===== src/include/pma_pkg.sv =====
// Purpose: constants and types shared by the port-mode arbiter
// Assumes: one clock i_mclk at 100 MHz, asynchronous active-high reset
// Notes: host commands arrive as one-cycle strobes with a code
// How it works
// - host mode ignores input and output port accesses
// - reset pin, soft reset, host commands enter host
// - control register writes host only, reads in every mode except the id and config submodes
// - table window registers accessed only in host; the window op also in config submode
// - table commands execute only in host mode
// - intermediate compare read only in host mode
// - id submode admits only its four operations and soft reset
// - config submode admits only its config operations and soft reset
// - standby command moves host to standby
// - standby write strobe starts input sequence
// - each write strobe steps input pointer once
// - input end halts pointer, back to standby
// - sequence reset reinitialises the stopped pointer
// - standby read strobe starts output sequence
// - read strobes step output pointer, halt at end
// - standby rejects host-only; host commands return
// - input mode rejects output and host-only operations
// - output mode rejects input and host-only operations
// - host interrupt commands switch at defined timing
// - select pin high keeps only submode limits
// - busy pins encode mode as tabled
// - sequence reset in a sequence returns standby
package pma_pkg;
  // ==========================================
  // host operation codes
  localparam logic [4:0] OP_NONE = 5'h00;
  localparam logic [4:0] OP_SOFT_RESET = 5'h01;
  localparam logic [4:0] OP_TO_HOST = 5'h02;
  localparam logic [4:0] OP_TO_HOST_IMM = 5'h03;
  localparam logic [4:0] OP_TO_HOST_SEQ_END = 5'h04;
  localparam logic [4:0] OP_TO_STANDBY = 5'h05;
  localparam logic [4:0] OP_SOFT_SEQ_RESET = 5'h06;
  localparam logic [4:0] OP_CTRL_WRITE = 5'h07;
  localparam logic [4:0] OP_CTRL_READ = 5'h08;
  localparam logic [4:0] OP_MEM_WINDOW = 5'h09;
  localparam logic [4:0] OP_MEM_AUTOINC_READ = 5'h0A;
  localparam logic [4:0] OP_TABLE_CMD = 5'h0B;
  localparam logic [4:0] OP_CMP_READ = 5'h0C;
  localparam logic [4:0] OP_ENTER_ID = 5'h0D;
  localparam logic [4:0] OP_ID_REG_ACCESS = 5'h0E;
  localparam logic [4:0] OP_NEXT_PRIORITY = 5'h0F;
  localparam logic [4:0] OP_LEAVE_ID = 5'h10;
  localparam logic [4:0] OP_ENTER_CONFIG = 5'h11;
  localparam logic [4:0] OP_ADDR_REG_ACCESS = 5'h12;
  localparam logic [4:0] OP_LEAVE_CONFIG = 5'h13;
  localparam logic [4:0] OP_OTHER_REG = 5'h14;
  // ==========================================
  // pointer geometry
  localparam int SEQ_STEPS = 8;
  localparam logic [2:0] SEQ_END_DEFAULT = 3'h7;
  // ==========================================
  // modes, gray along host->standby->input/output
  typedef enum logic [2:0] {
    PMA_HOST = 3'b000,
    PMA_STANDBY = 3'b001,
    PMA_INPUT = 3'b011,
    PMA_OUTPUT = 3'b101,
    PMA_ID_SUB = 3'b100,
    PMA_CFG_SUB = 3'b010
  } pma_mode_e;
endpackage


===== src/include/pma_seq_if.sv =====
`timescale 1ns/10ps
// Purpose: carries one sequence pointer's controls and status
// Assumes: single clock domain
// Notes: step and clear are one-cycle pulses
interface pma_seq_if;
  logic step;
  logic clear;
  logic [2:0] end_step;
  logic [2:0] ptr;
  logic halted;
  modport ctl (output step, output clear, output end_step, input ptr, input halted);
  modport seq (input step, input clear, input end_step, output ptr, output halted);
endinterface


===== src/verilog/pma_seq_ptr.sv =====
`timescale 1ns/10ps
// Purpose: one sequence pointer that steps and halts at its end step
// Assumes: step and clear from the same clock domain
// Notes: clear wins over step so a reset always restarts cleanly
module pma_seq_ptr (
  input wire logic i_mclk,
  input wire logic i_rst,
  input wire logic i_ce,
  pma_seq_if.seq sq
);
  // ==========================================
  // pointer
  logic [2:0] ptr;
  logic halted;
  wire at_end = (ptr == sq.end_step);
  always_ff @(posedge i_mclk or posedge i_rst) begin
    if (i_rst) begin
      ptr <= 3'h0;
      halted <= 1'b0;
    end else if (i_ce) begin
      if (sq.clear) begin
        ptr <= 3'h0;
        halted <= 1'b0;
      end else if (sq.step && !halted) begin
        if (at_end) begin
          halted <= 1'b1;
        end else begin
          ptr <= ptr + 3'h1;
        end
      end
    end
  end
  assign sq.ptr = ptr;
  assign sq.halted = halted;
endmodule


===== src/verilog/pma_arbiter.sv =====
`timescale 1ns/10ps
// Purpose: operation-mode controller for internal port arbitration
// Assumes: pins pass a two-flop synchroniser; host ops are same-clock strobes
// Notes: ports strobes are sampled as assertion edges of the synchronised level (rising for write, falling for read)
module pma_arbiter (
  input wire logic i_mclk,
  input wire logic i_rst,
  input wire logic i_ce,
  input wire logic i_reset_pin_n,
  input wire logic i_seq_reset_pin_n,
  input wire logic i_arbitration_select_pin,
  input wire logic i_wr_strobe,
  input wire logic i_rd_strobe_n,
  input wire logic i_host_valid,
  input wire logic [4:0] i_host_op,
  input wire logic [2:0] i_in_end_step,
  input wire logic [2:0] i_out_end_step,
  output logic o_host_accept,
  output logic o_host_reject,
  output logic o_in_step,
  output logic o_out_step,
  output logic [2:0] o_in_ptr,
  output logic [2:0] o_out_ptr,
  output logic [2:0] o_mode,
  output logic o_input_busy_pin,
  output logic o_output_busy_pin
);
  // ==========================================
  // pin synchronisers, first stage read only by second
  logic [1:0] rst_s1, rst_s2, sq_s1, sq_s2, sel_s1, sel_s2, wr_s1, wr_s2, rd_s1, rd_s2;
  logic wr_d, rd_d, rstp_d, sqp_d;
  always_ff @(posedge i_mclk or posedge i_rst) begin
    if (i_rst) begin
      rst_s1 <= 2'h3;
      sq_s1 <= 2'h3;
      sel_s1 <= 2'h0;
      wr_s1 <= 2'h0;
      rd_s1 <= 2'h3;
    end else if (i_ce) begin
      rst_s1 <= {rst_s1[0], i_reset_pin_n};
      sq_s1 <= {sq_s1[0], i_seq_reset_pin_n};
      sel_s1 <= {sel_s1[0], i_arbitration_select_pin};
      wr_s1 <= {wr_s1[0], i_wr_strobe};
      rd_s1 <= {rd_s1[0], i_rd_strobe_n};
    end
  end
  assign rst_s2 = rst_s1;
  assign sq_s2 = sq_s1;
  assign sel_s2 = sel_s1;
  assign wr_s2 = wr_s1;
  assign rd_s2 = rd_s1;
  always_ff @(posedge i_mclk or posedge i_rst) begin
    if (i_rst) begin
      wr_d <= 1'b0;
      rd_d <= 1'b1;
      rstp_d <= 1'b1;
      sqp_d <= 1'b1;
    end else if (i_ce) begin
      wr_d <= wr_s2[1];
      rd_d <= rd_s2[1];
      rstp_d <= rst_s2[1];
      sqp_d <= sq_s2[1];
    end
  end
  wire wr_edge = wr_s2[1] & ~wr_d;
  wire rd_edge = ~rd_s2[1] & rd_d;
  wire rst_pulse = ~rst_s2[1] & rstp_d;
  wire sq_pulse = ~sq_s2[1] & sqp_d;
  wire external = sel_s2[1];
  // ==========================================
  // mode state and decode
  pma_pkg::pma_mode_e mode, next_mode;
  logic pend_seq_end, pend_imm, next_pend_seq_end, next_pend_imm;
  wire in_host = (mode == pma_pkg::PMA_HOST);
  wire in_id = (mode == pma_pkg::PMA_ID_SUB);
  wire in_cfg = (mode == pma_pkg::PMA_CFG_SUB);
  wire in_stby = (mode == pma_pkg::PMA_STANDBY);
  wire in_inp = (mode == pma_pkg::PMA_INPUT);
  wire in_outp = (mode == pma_pkg::PMA_OUTPUT);
  wire in_seq = in_inp | in_outp;
  wire op_v = i_host_valid;
  wire [4:0] op = i_host_op;
  function automatic logic is_op(input logic [4:0] a, input logic [4:0] b);
    is_op = (a == b);
  endfunction
  wire op_soft_rst = op_v & is_op(op, pma_pkg::OP_SOFT_RESET);
  wire op_host = op_v & is_op(op, pma_pkg::OP_TO_HOST);
  wire op_imm = op_v & is_op(op, pma_pkg::OP_TO_HOST_IMM);
  wire op_sqe = op_v & is_op(op, pma_pkg::OP_TO_HOST_SEQ_END);
  wire op_stby = op_v & is_op(op, pma_pkg::OP_TO_STANDBY);
  wire op_seq_reset_pin = op_v & is_op(op, pma_pkg::OP_SOFT_SEQ_RESET);
  wire op_id_in = op_v & is_op(op, pma_pkg::OP_ENTER_ID);
  wire op_id_out = op_v & is_op(op, pma_pkg::OP_LEAVE_ID);
  wire op_cf_in = op_v & is_op(op, pma_pkg::OP_ENTER_CONFIG);
  wire op_cf_out = op_v & is_op(op, pma_pkg::OP_LEAVE_CONFIG);
  // operations that touch the table or its guarded registers, plus standby and submode entry
  wire host_only = is_op(op, pma_pkg::OP_CTRL_WRITE) |
    is_op(op, pma_pkg::OP_MEM_WINDOW) | is_op(op, pma_pkg::OP_MEM_AUTOINC_READ) |
    is_op(op, pma_pkg::OP_TABLE_CMD) |
    is_op(op, pma_pkg::OP_CMP_READ) |
    op_id_in | op_cf_in | op_stby;
  wire id_ok = is_op(op, pma_pkg::OP_ENTER_ID) | is_op(op, pma_pkg::OP_ID_REG_ACCESS) |
    is_op(op, pma_pkg::OP_NEXT_PRIORITY) | is_op(op, pma_pkg::OP_LEAVE_ID);
  wire cfg_ok = is_op(op, pma_pkg::OP_ENTER_CONFIG) |
    is_op(op, pma_pkg::OP_ADDR_REG_ACCESS) | is_op(op, pma_pkg::OP_MEM_WINDOW) |
    is_op(op, pma_pkg::OP_LEAVE_CONFIG);
  wire sub_only = is_op(op, pma_pkg::OP_ID_REG_ACCESS) | is_op(op, pma_pkg::OP_NEXT_PRIORITY) |
    is_op(op, pma_pkg::OP_ADDR_REG_ACCESS) | op_id_out | op_cf_out;
  // soft reset is always honoured; submodes bind in both arbitration styles
  wire accept = op_v & (op_soft_rst |
    (in_id ? id_ok : in_cfg ? cfg_ok :
     sub_only ? 1'b0 :
     external ? 1'b1 :
     (in_host | ~host_only)));
  // ==========================================
  // sequence pointers
  pma_seq_if in_if();
  pma_seq_if out_if();
  wire seq_clear = (sq_pulse | (accept & op_seq_reset_pin));
  wire in_take = wr_edge & ~in_if.halted & (external | in_stby | in_inp);
  wire out_take = rd_edge & ~out_if.halted & (external | in_stby | in_outp);
  wire in_last = in_take & (in_if.ptr == i_in_end_step);
  wire out_last = out_take & (out_if.ptr == i_out_end_step);
  assign in_if.step = in_take & ~seq_clear;
  assign in_if.clear = seq_clear;
  assign in_if.end_step = i_in_end_step;
  assign out_if.step = out_take & ~seq_clear;
  assign out_if.clear = seq_clear;
  assign out_if.end_step = i_out_end_step;
  pma_seq_ptr u_in_ptr (
    .i_mclk(i_mclk),
    .i_rst(i_rst),
    .i_ce(i_ce),
    .sq(in_if)
  );
  pma_seq_ptr u_out_ptr (
    .i_mclk(i_mclk),
    .i_rst(i_rst),
    .i_ce(i_ce),
    .sq(out_if)
  );
  // ==========================================
  // next-mode logic
  always_comb begin
    next_mode = mode;
    next_pend_seq_end = pend_seq_end;
    next_pend_imm = pend_imm;
    if (rst_pulse | (accept & op_soft_rst)) begin
      next_mode = pma_pkg::PMA_HOST;
      next_pend_seq_end = 1'b0;
      next_pend_imm = 1'b0;
    end else begin
      unique case (mode)
        pma_pkg::PMA_HOST: begin
          if (accept & op_stby) begin
            next_mode = pma_pkg::PMA_STANDBY;
          end else if (accept & op_id_in) begin
            next_mode = pma_pkg::PMA_ID_SUB;
          end else if (accept & op_cf_in) begin
            next_mode = pma_pkg::PMA_CFG_SUB;
          end
        end
        pma_pkg::PMA_ID_SUB: begin
          if (accept & op_id_out) begin
            next_mode = pma_pkg::PMA_HOST;
          end
        end
        pma_pkg::PMA_CFG_SUB: begin
          if (accept & op_cf_out) begin
            next_mode = pma_pkg::PMA_HOST;
          end
        end
        pma_pkg::PMA_STANDBY: begin
          if (accept & (op_host | op_imm)) begin
            next_mode = pma_pkg::PMA_HOST;
            next_pend_seq_end = 1'b0;
          end else if (accept & op_sqe) begin
            next_pend_seq_end = 1'b1;
          end else if (~external & in_take) begin
            next_mode = in_last ? pma_pkg::PMA_STANDBY : pma_pkg::PMA_INPUT;
          end else if (~external & out_take) begin
            next_mode = out_last ? pma_pkg::PMA_STANDBY : pma_pkg::PMA_OUTPUT;
          end
        end
        default: begin
          // input or output sequence
          if (seq_clear) begin
            next_mode = pma_pkg::PMA_STANDBY;
          end else if ((in_inp & in_take) | (in_outp & out_take)) begin
            if (pend_imm | (accept & op_imm)) begin
              next_mode = pma_pkg::PMA_HOST;
              next_pend_imm = 1'b0;
              next_pend_seq_end = 1'b0;
            end else if ((in_inp & in_last) | (in_outp & out_last)) begin
              next_mode = (pend_seq_end | (accept & (op_host | op_sqe))) ?
                pma_pkg::PMA_HOST : pma_pkg::PMA_STANDBY;
              next_pend_seq_end = 1'b0;
            end
          end else if (accept & op_imm) begin
            next_pend_imm = 1'b1;
          end else if (accept & (op_host | op_sqe)) begin
            next_pend_seq_end = 1'b1;
          end
        end
      endcase
    end
  end
  always_ff @(posedge i_mclk or posedge i_rst) begin
    if (i_rst) begin
      mode <= pma_pkg::PMA_HOST;
      pend_seq_end <= 1'b0;
      pend_imm <= 1'b0;
    end else if (i_ce) begin
      mode <= next_mode;
      pend_seq_end <= next_pend_seq_end;
      pend_imm <= next_pend_imm;
    end
  end
  // ==========================================
  // registered outputs
  always_ff @(posedge i_mclk or posedge i_rst) begin
    if (i_rst) begin
      o_host_accept <= 1'b0;
      o_host_reject <= 1'b0;
      o_in_step <= 1'b0;
      o_out_step <= 1'b0;
      o_in_ptr <= 3'h0;
      o_out_ptr <= 3'h0;
      o_mode <= 3'h0;
      o_input_busy_pin <= 1'b0;
      o_output_busy_pin <= 1'b0;
    end else if (i_ce) begin
      o_host_accept <= accept;
      o_host_reject <= op_v & ~accept;
      o_in_step <= in_if.step;
      o_out_step <= out_if.step;
      o_in_ptr <= in_if.ptr;
      o_out_ptr <= out_if.ptr;
      o_mode <= next_mode;
      // busy pins follow the mode being entered
      o_input_busy_pin <= (next_mode == pma_pkg::PMA_INPUT) |
        (next_mode == pma_pkg::PMA_STANDBY);
      o_output_busy_pin <= (next_mode == pma_pkg::PMA_OUTPUT) |
        (next_mode == pma_pkg::PMA_STANDBY);
    end
  end
endmodule


===== config.mk =====
export PLATFORM = sky130hd
export DESIGN_NAME = pma_arbiter
export DESIGN_NICKNAME = d
export VERILOG_FILES = /design/src/include/pma_pkg.sv /design/src/include/pma_seq_if.sv /design/src/verilog/pma_seq_ptr.sv /design/src/verilog/pma_arbiter.sv
export SDC_FILE = /design/constraint.sdc
export NUM_CORES = 1
export LEC_CHECK = 0
export ABC_CLOCK_PERIOD_IN_PS = 4000
export BUFFER_PORTS_ARGS = -buffer_cell sky130_fd_sc_hd__buf_2
export CAP_MARGIN = 40
export CORE_ASPECT_RATIO = 2
export CORE_MARGIN = 1
export CORE_UTILIZATION = 30
export CTS_CLUSTER_SIZE = 14
export DETAILED_ROUTE_END_ITERATION = 10
export PLACE_DENSITY = 0.57
export SETUP_SLACK_MARGIN = 0.05
export SYNTH_ARGS = -nofsm -noshare
export SYNTH_HDL_FRONTEND = slang
export SYNTH_SLANG_ARGS = --single-unit

===== constraint.sdc =====
create_clock -name i_mclk -period 4 [get_ports i_mclk]
set_clock_uncertainty 0.2 [all_clocks]
set_input_delay 0.8 -clock i_mclk [delete_from_list [all_inputs] [get_ports i_mclk]]
set_output_delay 0.8 -clock i_mclk [all_outputs]
set_load 0.01 [all_outputs]

==> flow_metrics.tcl <==
set metrics [dict create \
    status "complete, no violations" \
    grt_util_met2 0.298 \
    vias_per_cell 5.53 \
    cp.arrival_ns 3.12 \
    die_x_um 64.6 \
    worstMarginPinSlew_ns 0.597 \
    max_freq_mhz 315 \
    cts_made_buffers 5 \
    synth_edf_count 0 \
    synthArstFlopShare 1.00 \
    power_uw 1510 \
    cts_tree "yes" \
    clk_path_buf_depth 2 \
    ys_warn_count 0 \
    max_cap_viol_count 0 \
    synth-seq-cells 39 \
    drt_wl_total_mm 6.10 \
    grt_max_degree 40 \
    dp_hpwl_mm 4.66 \
    hold_ws_ns 0.301 \
    stdcell_area_mm2 0.00274 \
    num_io_pins 35 \
    clk_pin_slew_ns 0.06 \
    ys_seq_area_frac 0.420 \
    dpl-instance-area_mm2 0.00260 \
    clkSinkCount 39 \
    synthCells 240 \
    start_util 0.309 \
    n_fill_cell 830 \
    core_mm2 0.00760 \
    ys_types 59 \
    rsz0062_at_grt "no" \
    antenna_found_initial 0 \
    hp-class "reg2reg" \
    drv_slew 0 \
    htreeDepth 2 \
    gp_congestion 0.891 \
    areaGrowthSynthToFinish_pct 16.4 \
    clk_latency_ns 0.28 \
    crit_start "i_host_op[0]" \
    ctsResizeCount 0 \
    post_drt_wl_per_cell_um 16.7 \
    start_kind "input port" \
    p_leak_uw 0.00122 \
    power.density_mw_per_mm2 553 \
    pre_cts_ws_ns 0.531 \
    vias 2020 \
    core.rowCount 45 \
    port_buffers 34 \
    postLayoutSetupSlackWorst_ns 0.824 \
    final_cell_mix "buf_2 (34), dfrtp_1 (30), nor2_1 (24)" \
    max_slew_margin 0.602 \
    min-delay-start "rst_s1[0]$_DFFE_PP1P_" \
    grt.busiest_layer "met2" \
    mostFrequentLayoutCell "buf_2" \
    layout-drive-gt1-share 0.288 \
    drc_errors 0 \
    grt_util_met3 0.0161 \
    diodes 0 \
    cp.required_ns 3.94 \
    synth_flop_cell "dfrtp_1" \
    fp.dieH_um 127 \
    fin_nets 292 \
    r2r_start "o_mode[2]$_DFFE_PP0P_" \
    fin_tns_setup_ns 0 \
    period_share 0.794 \
    cts_hold_buf 0 \
    root_buffer "clkbuf_16" \
    syn_avg_cell_area_um2 9.80 \
    dr.pass1.iters 4 \
    synth_area_mm2 0.00235 \
    drtAntennaViolNets 0 \
    crit_fanout 11 \
    synthesis.nets 262 \
    critPathCaptureType "register" \
    finalSetupViolations 0 \
    die-area_mm2 0.00822 \
    cts_setup_buffers 0 \
    grt_pass1_wl_mm 10.3 \
    crit_type "in2reg" \
    min_period_ns 3.18 \
    drt_iter0_drc 146 \
    max-vdd-ir-drop_uv 227 \
    grt_overflow 0 \
    grt_use_total 0.163 \
    hold_violations 0 \
    met1_usage 0.173 \
    grt_pass1_vias 2118 \
]
-- state kept, by name, summed over array words and instances (netlist names), 2 cells and up --
register / cells
u_in_ptr.sq.ptr: 3
sel_s1: 2
u_out_ptr.sq.ptr: 3
wr_s1: 2
sq_s1: 2
rd_s1: 2
o_out_ptr: 3
o_mode: 3
o_in_ptr: 3
rst_s1: 2
-- per-layer routing --
layer	share of wire	vias up	wire, um
li1	-	949	-
met1	0.37	988	2260
met2	0.56	62	3390
met3	0.024	21	144
met4	0.048	0	295
met5	0	-	0
-- worst max-delay path: stages --
cell and delay [ns]:
buf_2 0.18, inv_1 0.09, maj3_2 0.31, a221o_1 0.43, a2111oi_4 0.39, or2_1 0.32
nor4b_1 0.10, a211oi_1 0.37, a21oi_1 0.12
-- per-stage QoR --
step | utilization | instances
6_report | 0.360 | 365
5_1_grt | 0.360 | 365
4_1_cts | 0.360 | 365
3_5_place_dp | 0.342 | 357
3_3_place_gp | 0.342 | 357
2_1_floorplan | - | 240
-- synth_stat cells (6+ instances only) --
cell	number	area share
nand2_1	16	0.026
mux2_2	20	0.096
xnor2_1	9	0.034
nor2_1	24	0.038
clkbuf_1	8	0.013
nor2b_1	8	0.021
dfstp_2	9	0.10
dfrtp_1	30	0.32
a21oi_1	13	0.028
a31oi_1	6	0.016
-- final cells by class --
| class | instances | area [um2] | share of cell area |
|---|---|---|---|
| multi-input cells | 180 | 1280 | 0.466 |
| repair buffers | 37 | 193 | 0.0704 |
| well taps | 94 | 118 | 0.0430 |
| clock buffers | 7 | 133 | 0.0484 |
| inverters | 7 | 26.3 | 0.00960 |
| clock inverters | 1 | 5.00 | 0.00183 |
| flip-flops and latches | 39 | 987 | 0.361 |
-- where the power goes --
group | total (uW) | switching (uW) | internal (uW)
combinational | 523 | 288 | 236
sequential | 617 | 122 | 495
clock | 373 | 143 | 230
total | 1510 | 553 | 960
-- cells by family (layout without fill, tap and decap cells) --
group                      Yosys count  after routing  share of synthesized area
AOI/OAI and AO/OA                   61             61                      0.196
xor gates and xnor gates            11             11                     0.0410
adders and majority gates            3              3                     0.0154
buffers and inverters               21             52                     0.0378
DFF                                 39             39                      0.420
muxes                               20             20                     0.0957
and+or+nand+nor                     85             85                      0.195
-- path summary, 6_finish.rpt --
kind / cells after the start / to / slack (ns)
worst max-delay path: 9 / o_mode[2]$_DFFE_PP0P_ / 0.82
worst min-delay path: 2 / rst_s1[1]$_DFFE_PP1P_ / 0.30
worst max register to register: 8 / o_mode[2]$_DFFE_PP0P_ / 1.02
worst min register to register: 2 / rst_s1[1]$_DFFE_PP1P_ / 0.30
max in group asynchronous: 3 / rd_d$_DFFE_PP1P_ / 2.81
min in group asynchronous: 3 / wr_s1[0]$_DFFE_PP0P_ / 0.43
(Power assumes the default switching activity.)
